<file path="config.mk">
export PLATFORM = sky130hd
export DESIGN_NAME = ssdl_top
export DESIGN_NICKNAME = d
export VERILOG_FILES = /design/src/core/ssdl_range_shift.v /design/src/core/ssdl_linearizer.v /design/src/core/ssdl_top.v
export VERILOG_INCLUDE_DIRS = /design/src /design/src/core
export SDC_FILE = /design/constraint.sdc
export NUM_CORES = 2
export LEC_CHECK = 0
export BUFFER_PORTS_ARGS = -buffer_cell sky130_fd_sc_hd__clkbuf_2
export CORE_MARGIN = 5
export CORE_UTILIZATION = 40
export DETAILED_ROUTE_END_ITERATION = 6
export GPL_TIMING_DRIVEN = 0
export HOLD_SLACK_MARGIN = 0.02
export PLACE_DENSITY_LB_ADDON = 0.05
export SYNTH_ARGS = -nofsm -noshare
export SYNTH_HDL_FRONTEND = slang
export SYNTH_SLANG_ARGS = --single-unit
</file>
<file path="constraint.sdc">
create_clock -name ref_clk -period 12.7 [get_ports ref_clk]
set_input_delay 1.27 -clock ref_clk [delete_from_list [all_inputs] [get_ports ref_clk]]
set_output_delay 1.27 -clock ref_clk [all_outputs]
set_load 0.05 [all_outputs]
</file>
<file path="src/core/ssdl_consts.vh">
`ifndef SSDL_CONSTS_VH
`define SSDL_CONSTS_VH

// setup word layout
`define SSDL_SETUP_W 16
`define SSDL_SETUP_RST 16'h0020
`define SSDL_SETUP_WMASK 16'h733F
`define SSDL_RANGE_HI 14
`define SSDL_RANGE_LO 12
`define SSDL_SHORT_HI 9
`define SSDL_SHORT_LO 8
`define SSDL_FUNC_BIT 5
`define SSDL_COMM_BIT 4
`define SSDL_OVDIS_BIT 3
`define SSDL_LATCH_BIT 2
`define SSDL_NOFORCE_BIT 1
`define SSDL_LOCK_BIT 0

// short detection modes
`define SSDL_SHORT_OFF 2'h0
`define SSDL_SHORT_SUP 2'h1
`define SSDL_SHORT_GND 2'h2
`define SSDL_SHORT_TRI 2'h3

// output selections
`define SSDL_OUT_NORMAL 2'h0
`define SSDL_OUT_UPPER 2'h1
`define SSDL_OUT_GROUND 2'h2
`define SSDL_OUT_TRI 2'h3

// output codes for the forced levels
`define SSDL_CODE_UPPER 16'h7FFF
`define SSDL_CODE_GROUND 16'h0000

// diagnosis flag positions
`define SSDL_FLAGS_W 11
`define SSDL_FL_WBSUP 0
`define SSDL_FL_WBGND 1
`define SSDL_FL_UV 2
`define SSDL_FL_OT 3
`define SSDL_FL_OV 4
`define SSDL_FL_EEP 5
`define SSDL_FL_ROM 6
`define SSDL_FL_FSM 7
`define SSDL_FL_ADD 8
`define SSDL_FL_OCHI 9
`define SSDL_FL_OCLO 10

// signal path
`define SSDL_FILT_W 22
`define SSDL_MAX_RANGE 3'h6
`define SSDL_LIN_MAX 16'h7FFF
`define SSDL_SEG_BITS 4
`define SSDL_FRAC_BITS 11
`define SSDL_GAIN_SHIFT 15

`endif

</file>
<file path="src/core/ssdl_range_shift.v">
`timescale 1ns/100ps
`include "ssdl_consts.vh"

module ssdl_range_shift (
  input wire ref_clk,
  input wire reset,
  input wire sampleValid,
  input wire [21:0] filtIn,
  input wire [2:0] rangeSel,
  output reg [15:0] shiftOut_r,
  output reg shiftValid_r
);

  // ---------------------------------------------------------------
  // window select and clamp
  // ---------------------------------------------------------------
  reg [2:0] rangeEff;
  reg [4:0] shAmt;
  reg signed [28:0] wide;
  reg signed [28:0] shifted;

  // setting s keeps bits (22-s)..(7-s); 7 is not defined, treated as 6
  always @* begin
    rangeEff = (rangeSel > `SSDL_MAX_RANGE) ? `SSDL_MAX_RANGE : rangeSel;
    shAmt = 5'd7 - {2'b00, rangeEff};
    wide = {{7{filtIn[21]}}, filtIn};
    shifted = wide >>> shAmt;
  end

  // out-of-range fields clamp to the 16-bit limits instead of wrapping
  always @(posedge ref_clk) begin
    if (reset) begin
      shiftOut_r <= 16'h0000;
      shiftValid_r <= 1'b0;
    end else begin
      shiftValid_r <= sampleValid;
      if (sampleValid) begin
        if (shifted > 29'sd32767)
          shiftOut_r <= 16'h7FFF;
        else if (shifted < -29'sd32768)
          shiftOut_r <= 16'h8000;
        else
          shiftOut_r <= shifted[15:0];
      end
    end
  end

endmodule // ssdl_range_shift

</file>
<file path="src/core/ssdl_linearizer.v">
`timescale 1ns/100ps
`include "ssdl_consts.vh"

module ssdl_linearizer #(
  parameter SEGMENTS = 16
) (
  input wire ref_clk,
  input wire reset,
  input wire inValid,
  input wire [14:0] linIn,
  input wire spWrEn,
  input wire [3:0] spWrIdx,
  input wire [15:0] spWrData,
  output reg [15:0] linOut_r,
  output reg linValid_r
);

  // ---------------------------------------------------------------
  // setpoint store
  // ---------------------------------------------------------------
  reg [15:0] linearizationSetpoint [0:SEGMENTS-1];
  integer i;

  // setpoints are offsets from the straight line, so zeros are neutral
  always @(posedge ref_clk) begin
    if (reset) begin
      for (i = 0; i < SEGMENTS; i = i + 1)
        linearizationSetpoint[i] <= 16'h0000;
    end else if (spWrEn) begin
      linearizationSetpoint[spWrIdx] <= spWrData;
    end
  end

  // ---------------------------------------------------------------
  // segment interpolation
  // ---------------------------------------------------------------
  reg [3:0] seg;
  reg [10:0] frac;
  reg signed [16:0] loPt;
  reg signed [16:0] hiPt;
  reg signed [17:0] span;
  reg signed [29:0] prod;
  reg signed [19:0] sum;

  // left edge of segment 0 is anchored at offset zero
  always @*
  begin
    seg = linIn[14:11];
    frac = linIn[10:0];
    loPt = (seg == 4'h0) ? 17'sd0 : {linearizationSetpoint[seg - 4'h1][15], linearizationSetpoint[seg - 4'h1]};
    hiPt = {linearizationSetpoint[seg][15], linearizationSetpoint[seg]};
    span = {hiPt[16], hiPt} - {loPt[16], loPt};
    prod = span * $signed({1'b0, frac});
    // the scaled product keeps its sign, so falling segments pull the sum down
    sum = $signed({5'b00000, linIn}) + {{3{loPt[16]}}, loPt}
      + {prod[29], prod[29:11]};
  end

  // result is held to the non-negative range of the next stage
  always @(posedge ref_clk) begin
    if (reset) begin
      linOut_r <= 16'h0000;
      linValid_r <= 1'b0;
    end else begin
      linValid_r <= inValid;
      if (inValid) begin
        if (sum < 20'sd0)
          linOut_r <= 16'h0000;
        else if (sum > 20'sd32767)
          linOut_r <= `SSDL_LIN_MAX;
        else
          linOut_r <= sum[15:0];
      end
    end
  end

endmodule // ssdl_linearizer

</file>
<file path="src/core/ssdl_top.v">
`timescale 1ns/100ps
`include "ssdl_consts.vh"

module ssdl_top (
  input wire ref_clk,
  input wire reset,
  input wire setupWrEn,
  input wire [15:0] setupWrData,
  input wire spWrEn,
  input wire [3:0] spWrIdx,
  input wire [15:0] spWrData,
  input wire [15:0] scaleGain,
  input wire [15:0] scaleOffset,
  input wire sampleValid,
  input wire [21:0] filtIn,
  input wire supplyWireBreak,
  input wire groundWireBreak,
  input wire underVoltage,
  input wire overTemp,
  input wire overVoltage,
  input wire eepromSelfTestFail,
  input wire romParityFail,
  input wire fsmSelfTestFail,
  input wire adderOverflow,
  input wire highSideOverCurrent,
  input wire lowSideOverCurrent,
  output wire [15:0] customerSetupWord,
  output wire memLocked,
  output wire outputPinCommunication,
  output wire functionNormal,
  output wire setupWrRefused,
  output reg [10:0] diagFlags_r,
  output reg [1:0] outSel_r,
  output reg [15:0] outCode_r,
  output reg outOeN_r,
  output reg outValid_r
);

  // ---------------------------------------------------------------
  // customer setup word
  // ---------------------------------------------------------------
  reg [15:0] customerSetupWord_r;
  reg [15:0] setupNxt;
  wire lockNow;

  // once locked the memory image is frozen until the next reset
  assign lockNow = customerSetupWord_r[`SSDL_LOCK_BIT];

  // reserved bits are masked so they always read zero
  always @* begin
    setupNxt = customerSetupWord_r;
    if (setupWrEn && !lockNow)
      setupNxt = setupWrData & `SSDL_SETUP_WMASK;
  end

  always @(posedge ref_clk) begin
    if (reset)
      customerSetupWord_r <= `SSDL_SETUP_RST;
    else
      customerSetupWord_r <= setupNxt;
  end

  assign customerSetupWord = customerSetupWord_r;
  assign memLocked = lockNow;
  assign setupWrRefused = (setupWrEn | spWrEn) & lockNow;
  assign outputPinCommunication = customerSetupWord_r[`SSDL_COMM_BIT];
  assign functionNormal = customerSetupWord_r[`SSDL_FUNC_BIT];

  // ---------------------------------------------------------------
  // field decode
  // ---------------------------------------------------------------
  wire [2:0] rangeSel;
  wire [1:0] shortMode;
  wire ovActive;
  wire latchOn;
  wire forceOn;

  assign rangeSel = customerSetupWord_r[`SSDL_RANGE_HI:`SSDL_RANGE_LO];
  assign shortMode = customerSetupWord_r[`SSDL_SHORT_HI:`SSDL_SHORT_LO];
  assign ovActive = ~customerSetupWord_r[`SSDL_OVDIS_BIT];
  assign latchOn = customerSetupWord_r[`SSDL_LATCH_BIT];
  assign forceOn = ~customerSetupWord_r[`SSDL_NOFORCE_BIT];

  // ---------------------------------------------------------------
  // diagnosis input synchronisers
  // ---------------------------------------------------------------
  // analog monitors are asynchronous to ref_clk, two flops each
  wire [10:0] diagRaw;
  reg [10:0] diagMeta_r;
  reg [10:0] diagSync_r;

  assign diagRaw = {lowSideOverCurrent, highSideOverCurrent, adderOverflow,
    fsmSelfTestFail, romParityFail, eepromSelfTestFail, overVoltage,
    overTemp, underVoltage, groundWireBreak, supplyWireBreak};

  always @(posedge ref_clk) begin
    if (reset) begin
      diagMeta_r <= 11'h000;
      diagSync_r <= 11'h000;
    end else begin
      diagMeta_r <= diagRaw;
      diagSync_r <= diagMeta_r;
    end
  end

  // ---------------------------------------------------------------
  // qualified faults
  // ---------------------------------------------------------------
  reg [10:0] liveFault;
  wire shortDetOn;

  assign shortDetOn = (shortMode != `SSDL_SHORT_OFF);

  // monitors that are disabled never raise a flag
  always @* begin
    liveFault = diagSync_r;
    liveFault[`SSDL_FL_OV] = diagSync_r[`SSDL_FL_OV] & ovActive;
    liveFault[`SSDL_FL_OCHI] = diagSync_r[`SSDL_FL_OCHI] & shortDetOn
      & (shortMode != `SSDL_SHORT_TRI);
    liveFault[`SSDL_FL_OCLO] = diagSync_r[`SSDL_FL_OCLO] & shortDetOn;
  end

  // ---------------------------------------------------------------
  // diagnosis flags
  // ---------------------------------------------------------------
  reg [10:0] diagFlagsNxt;

  // latched mode: a flag once set is held until reset, new faults add in
  always @* begin
    if (latchOn)
      diagFlagsNxt = diagFlags_r | liveFault;
    else
      diagFlagsNxt = liveFault;
  end

  always @(posedge ref_clk) begin
    if (reset)
      diagFlags_r <= 11'h000;
    else
      diagFlags_r <= diagFlagsNxt;
  end

  // ---------------------------------------------------------------
  // fault classes
  // ---------------------------------------------------------------
  wire alwaysFault;
  wire custFault;
  wire ocSup;
  wire ocGnd;
  wire ocTri;

  // always-on group acts regardless of the setup word
  assign alwaysFault = diagFlagsNxt[`SSDL_FL_WBGND] | diagFlagsNxt[`SSDL_FL_UV];
  // customer group only acts when the force bit allows it
  assign custFault = forceOn & (diagFlagsNxt[`SSDL_FL_OV] | diagFlagsNxt[`SSDL_FL_EEP]
    | diagFlagsNxt[`SSDL_FL_ROM] | diagFlagsNxt[`SSDL_FL_FSM]
    | diagFlagsNxt[`SSDL_FL_ADD]);
  assign ocSup = (shortMode == `SSDL_SHORT_SUP) &
    (diagFlagsNxt[`SSDL_FL_OCHI] | diagFlagsNxt[`SSDL_FL_OCLO]);
  assign ocGnd = (shortMode == `SSDL_SHORT_GND) &
    (diagFlagsNxt[`SSDL_FL_OCHI] | diagFlagsNxt[`SSDL_FL_OCLO]);
  assign ocTri = (shortMode == `SSDL_SHORT_TRI) & diagFlagsNxt[`SSDL_FL_OCLO];

  // ---------------------------------------------------------------
  // range shifter
  // ---------------------------------------------------------------
  wire [15:0] shiftOut;
  wire shiftValid;

  ssdl_range_shift u_shift (
    .ref_clk(ref_clk),
    .reset(reset),
    .sampleValid(sampleValid),
    .filtIn(filtIn),
    .rangeSel(rangeSel),
    .shiftOut_r(shiftOut),
    .shiftValid_r(shiftValid)
  );

  // ---------------------------------------------------------------
  // gain and offset scaling
  // ---------------------------------------------------------------
  reg signed [31:0] scaleProd;
  reg signed [17:0] scaleSum;
  reg [14:0] scaled_r;
  reg scaledValid_r;

  // gain is a signed fraction of 2^15
  always @* begin
    scaleProd = $signed(shiftOut) * $signed(scaleGain);
    scaleSum = {scaleProd[31], scaleProd[31:15]} + {{2{scaleOffset[15]}}, scaleOffset};
  end

  // negative results clamp to zero, the linearizer takes no sign
  always @(posedge ref_clk) begin
    if (reset) begin
      scaled_r <= 15'h0000;
      scaledValid_r <= 1'b0;
    end else begin
      scaledValid_r <= shiftValid;
      if (shiftValid) begin
        if (scaleSum < 18'sd0)
          scaled_r <= 15'h0000;
        else if (scaleSum > 18'sd32767)
          scaled_r <= 15'h7FFF;
        else
          scaled_r <= scaleSum[14:0];
      end
    end
  end

  // ---------------------------------------------------------------
  // setpoint linearizer
  // ---------------------------------------------------------------
  wire [15:0] linOut;
  wire linValid;
  wire spWrOk;

  // locked memory refuses setpoint writes as well
  assign spWrOk = spWrEn & ~lockNow;

  ssdl_linearizer #(
    .SEGMENTS(16)
  ) u_lin (
    .ref_clk(ref_clk),
    .reset(reset),
    .inValid(scaledValid_r),
    .linIn(scaled_r),
    .spWrEn(spWrOk),
    .spWrIdx(spWrIdx),
    .spWrData(spWrData),
    .linOut_r(linOut),
    .linValid_r(linValid)
  );

  // ---------------------------------------------------------------
  // output selection
  // ---------------------------------------------------------------
  reg [1:0] outSelNxt;

  // priority: thermal, supply break, short action, diagnosis, signal
  always @* begin
    if (diagFlagsNxt[`SSDL_FL_OT])
      outSelNxt = `SSDL_OUT_TRI;
    else if (diagFlagsNxt[`SSDL_FL_WBSUP])
      outSelNxt = `SSDL_OUT_GROUND;
    else if (ocTri)
      outSelNxt = `SSDL_OUT_TRI;
    else if (ocGnd)
      outSelNxt = `SSDL_OUT_GROUND;
    else if (ocSup | alwaysFault | custFault)
      outSelNxt = `SSDL_OUT_UPPER;
    else
      outSelNxt = `SSDL_OUT_NORMAL;
  end

  // fault levels take over the very next edge, not the next sample
  always @(posedge ref_clk) begin
    if (reset) begin
      outSel_r <= `SSDL_OUT_NORMAL;
      outCode_r <= 16'h0000;
      outOeN_r <= 1'b0;
      outValid_r <= 1'b0;
    end else begin
      outSel_r <= outSelNxt;
      outOeN_r <= (outSelNxt == `SSDL_OUT_TRI);
      outValid_r <= linValid | (outSelNxt != outSel_r);
      case (outSelNxt)
        `SSDL_OUT_UPPER: begin
          outCode_r <= `SSDL_CODE_UPPER;
        end
        `SSDL_OUT_GROUND: begin
          outCode_r <= `SSDL_CODE_GROUND;
        end
        `SSDL_OUT_TRI: begin
          outCode_r <= `SSDL_CODE_GROUND;
        end
        `SSDL_OUT_NORMAL: begin
          if (linValid)
            outCode_r <= linOut;
          else if (outSel_r != `SSDL_OUT_NORMAL)
            outCode_r <= linOut;
        end
        default: begin
          outCode_r <= `SSDL_CODE_GROUND;
        end
      endcase
    end
  end

endmodule // ssdl_top

</file>
==> results.toml <==
[run_status]
outcome = "finished, final reports clean"

[yosys]
synth_xor_area_share_pct = 2.370
yosys.area_share.adder_pct = 30.41
ys.flop_type = "edfxtp_1"
syn_avg_cell_area_um2 = 10.39
synth.area.top_cells = "fa_1 (23%), edfxtp_1 (20%), mux4_2 (8.7%)"
netlist.area_leader.share_pct = 23.35
netlist-cell-type-count = 72
synth_enable_flop_cells = 256
syn-instance-count = 3623
synthMuxAreaShare_pct = 11.01
ys_ff_latch = 374
synth_area_mm2 = 0.03764
synth_top_family_by_area = "adder cells"
synth_largest_area_cell = "fa_1"
synth-simple-area-share_pct = 15.91
yosysWarnings = 0
synthArstFlopShare_pct = 0
synth_compound_area_share_pct = 6.166
yosysSeqAreaShare_pct = 26.70

[finish]
syn_to_final_growth_pct = 10.65
fin_area_mm2 = 0.04165
fin_cells = 5110
drive_gt1_share_pct = 12.81
layout.nets = 4578

[hold_path]
hp-start = "diagMeta_r[6]"
holdPathEnd = "diagSync_r[6]"
hold_class = "reg -> reg"
hold_depth = 1

[die]
die_w_um = 316.8
start_util_pct = 40.33
die-height_um = 316.8
coreArea_mm2 = 0.09333
num_rows = 112
die-area_mm2 = 0.1003
io-pin-count = 157

[placed_design]
place_hpwl_mm = 89.22
place_congestion = 0.8524
place_ws_ps = -3959
io_buffers = 144
placed_area_mm2 = 0.03996
placedCellCount = 5026

[global_routing]
first_global_vias = 27450
overflow = 0
track_usage_pct = 22.37
antenna_found_initial = 4
use_met1_pct = 31.47
grt_max_degree = 17
grt_pass1_wl_mm = 169.6
grt_busiest_layer = "met2"
use_met3_pct = 3.017
use_met2_pct = 37.89

[detailed_routing]
drt_iter0_drc = 1790
drt_first_pass_iters = 5
detail-route-antenna-nets = 0
drt-total-wl_mm = 111.2
dr_total_vias = 26340
drc = 0
wire_per_inst_um = 21.76
post_drt_via_cell_ratio = 5.154

[timing]
hold_viol = 0
post-route-period-util_pct = 94.88
maxSlewHeadroom_pct = 11.83
worst_pin_slew_ps = 1313
setup_violations = 0
max_freq_mhz = 82.99
rsz0062_at_grt = "false"
layout_min_cycle_time_ps = 12050
slew_viol_final = 0
worst_slack_ps = 649.7
clock_skew_ps = 28.39

[critical_path]
critPathKind = "reg -> reg"
worst-r2r-setup-slack_ps = 650
slowest_stage = "fa_1"
cp.arrival_ps = 12540
r2r_start = "scaled_r[11]"
start_kind = "flop"
r2r-end = "u_lin.linOut_r[11]"
critPathRequiredTime_ps = 13190
critPathMaxStageDelay_ps = 540
cp_max_fo = 19
reg2regPathDepth = 51
cp-end-kind = "flop"

[clock_tree]
clk_latency_ps = 580
clk_root_buffer_cell = "clkbuf_16"
path_clk_slew_ps = 60
cts_buffer_depth = 3
cts-buffers-inserted = 41
htreeDepth = 2
cts_tree = "done"
cts_sinks = 374

[job]
max-cap-violations = 0
==> cell families (layout without fill, tap and decap cells) <==
| logic type | count (synthesis) | in the layout |
|---|---|---|
| AOI/OAI and AO/OA | 356 | 356 |
| buffers and inverters | 728 | 956 |
| and+or+nand+nor | 1180 | 1180 |
| xor gates and xnor gates | 101 | 101 |
| DFF | 374 | 374 |
| adders and majority gates | 652 | 652 |
| muxes | 231 | 231 |
| other | 1 | 6 |
==> layout by cell type (no fill, tap or decap), drive strengths merged, types with 6 or more instances in the layout <==
cell type    n
nand4        9
mux2        15
nor2b       44
clkbuf     351
xnor2       67
ha         210
nand3       18
fa         439
a21oi       97
nand2b      35
dfxtp      118
edfxtp     256
or2         30
mux2i       71
a21o        35
nand2      385
a211oi      13
or3          6
nor2       148
nor4         7
a31oi       28
xor2        34
mux4       145
clkinv      14
and2       411
a22oi       14
o21a        34
nor3        52
and3        19
inv        534
o21ai       69
buf         52
a21boi       6
==> sequential cells by signal (all words and copies together), names as in the netlist, 2 cells and up, named ones only <==
register and cells:
customerSetupWord 11, outCode_r 16, diagMeta_r 11, scaled_r 15
outSel_r 2, u_shift.shiftOut_r 16, diagFlags_r 11, diagSync_r 11
u_lin.linOut_r 16, u_lin.linearizationSetpoint 256
==> per-stage QoR <==
| stage | utilization (%) | setup TNS, ps | hold slack, ps |
|---|---|---|---|
| after floorplan | - | 0 | 413.8 |
| after global placement | 42.80 | -59540 | 420.7 |
| after detailed placement | 42.81 | -57650 | 420.4 |
| after CTS | 44.50 | 0 | 435.5 |
| after global routing | 44.62 | 0 | 447.0 |
| final | 44.63 | 0 | 433.7 |
==> cell type report <==
class                           count  area, um2
Clock buffer                       58       1177
Antenna cell                        1      2.502
Inverter                          532       1997
Tap cell                         1254       1569
Sequential cell                   374      10050
Fill cell                        9201      51680
Buffer                            193      900.9
Clock inverter                     17      107.6
Multi-Input combinational cell   2525      25030
Timing Repair Buffer              156      817.0
==> how the worst max path moves through the flow <==
stage / start / end / slack, ps / cells after the start
6_report: scaled_r[11] / u_lin.linOut_r[11] / 650 / 51
4_1_cts: scaled_r[11] / u_lin.linOut_r[9] / 10 / 54
3_3_place_gp: scaled_r[11] / u_lin.linOut_r[12] / -4080 / 48
5_1_grt: scaled_r[11] / u_lin.linOut_r[7] / 10 / 50
2_1_floorplan: scaled_r[11] / u_lin.linOut_r[9] / 620 / 52
3_5_place_dp: scaled_r[11] / u_lin.linOut_r[5] / -3960 / 48
==> critical path: cells and delay by family, from the launching register on <==
family	cells	cell delay [ps]
XOR/XNOR	2	410
adder cells (fa/ha/maj)	9	3820
AO/OA/AOI/OAI	16	3600
flip-flops	1	410
multiplexers	1	250
AND/OR/NAND/NOR	7	850
buffers and inverters	16	2540
==> timing repair <==
item,CTS,global route
resized for setup,81,39
setup endpoints to repair,15,15
setup buffers,7,4
pin swaps,7,8
hold endpoints to repair,0,0
hold buffers,0,0
==> layer usage <==
metal  up-vias  share of wire (%)  wire [um]
li1      12330                  -          -
met3       120                4.7       5187
met2       506                 49      54300
met1     13380                 45      49720
met5         -              0.028         31
met4         4                1.8       1947
==> Yosys cell counts, types with 5 or more instances <==
| master | number |
|---|---|
| nor2b_1 | 44 |
| buf_1 | 21 |
| a311oi_1 | 5 |
| o21ai_0 | 67 |
| mux2_2 | 15 |
| nor3_1 | 52 |
| buf_4 | 9 |
| o2111ai_1 | 5 |
| edfxtp_1 | 256 |
| dfxtp_1 | 118 |
| inv_1 | 532 |
| xnor2_1 | 66 |
| a21boi_0 | 6 |
| and2_1 | 410 |
| nor2_1 | 148 |
| a21o_1 | 35 |
| nand2_1 | 385 |
| fa_1 | 439 |
| xor2_1 | 34 |
| nand3_1 | 18 |
| a211o_1 | 5 |
| or3_1 | 6 |
| nand2b_1 | 35 |
| clkbuf_1 | 155 |
| o21bai_1 | 5 |
| nand4_1 | 9 |
| a21oi_1 | 97 |
| a2111oi_0 | 5 |
| a31oi_1 | 28 |
| mux2i_1 | 71 |
| a211oi_1 | 12 |
| o21a_1 | 34 |
| mux4_2 | 145 |
| ha_1 | 210 |
| buf_2 | 9 |
| or2_2 | 29 |
| nor4_1 | 7 |
| a22oi_1 | 14 |
| and3_1 | 19 |
Power is not shown: default switching activity piles up to over one toggle a cycle in this logic, so the estimate is an artifact.
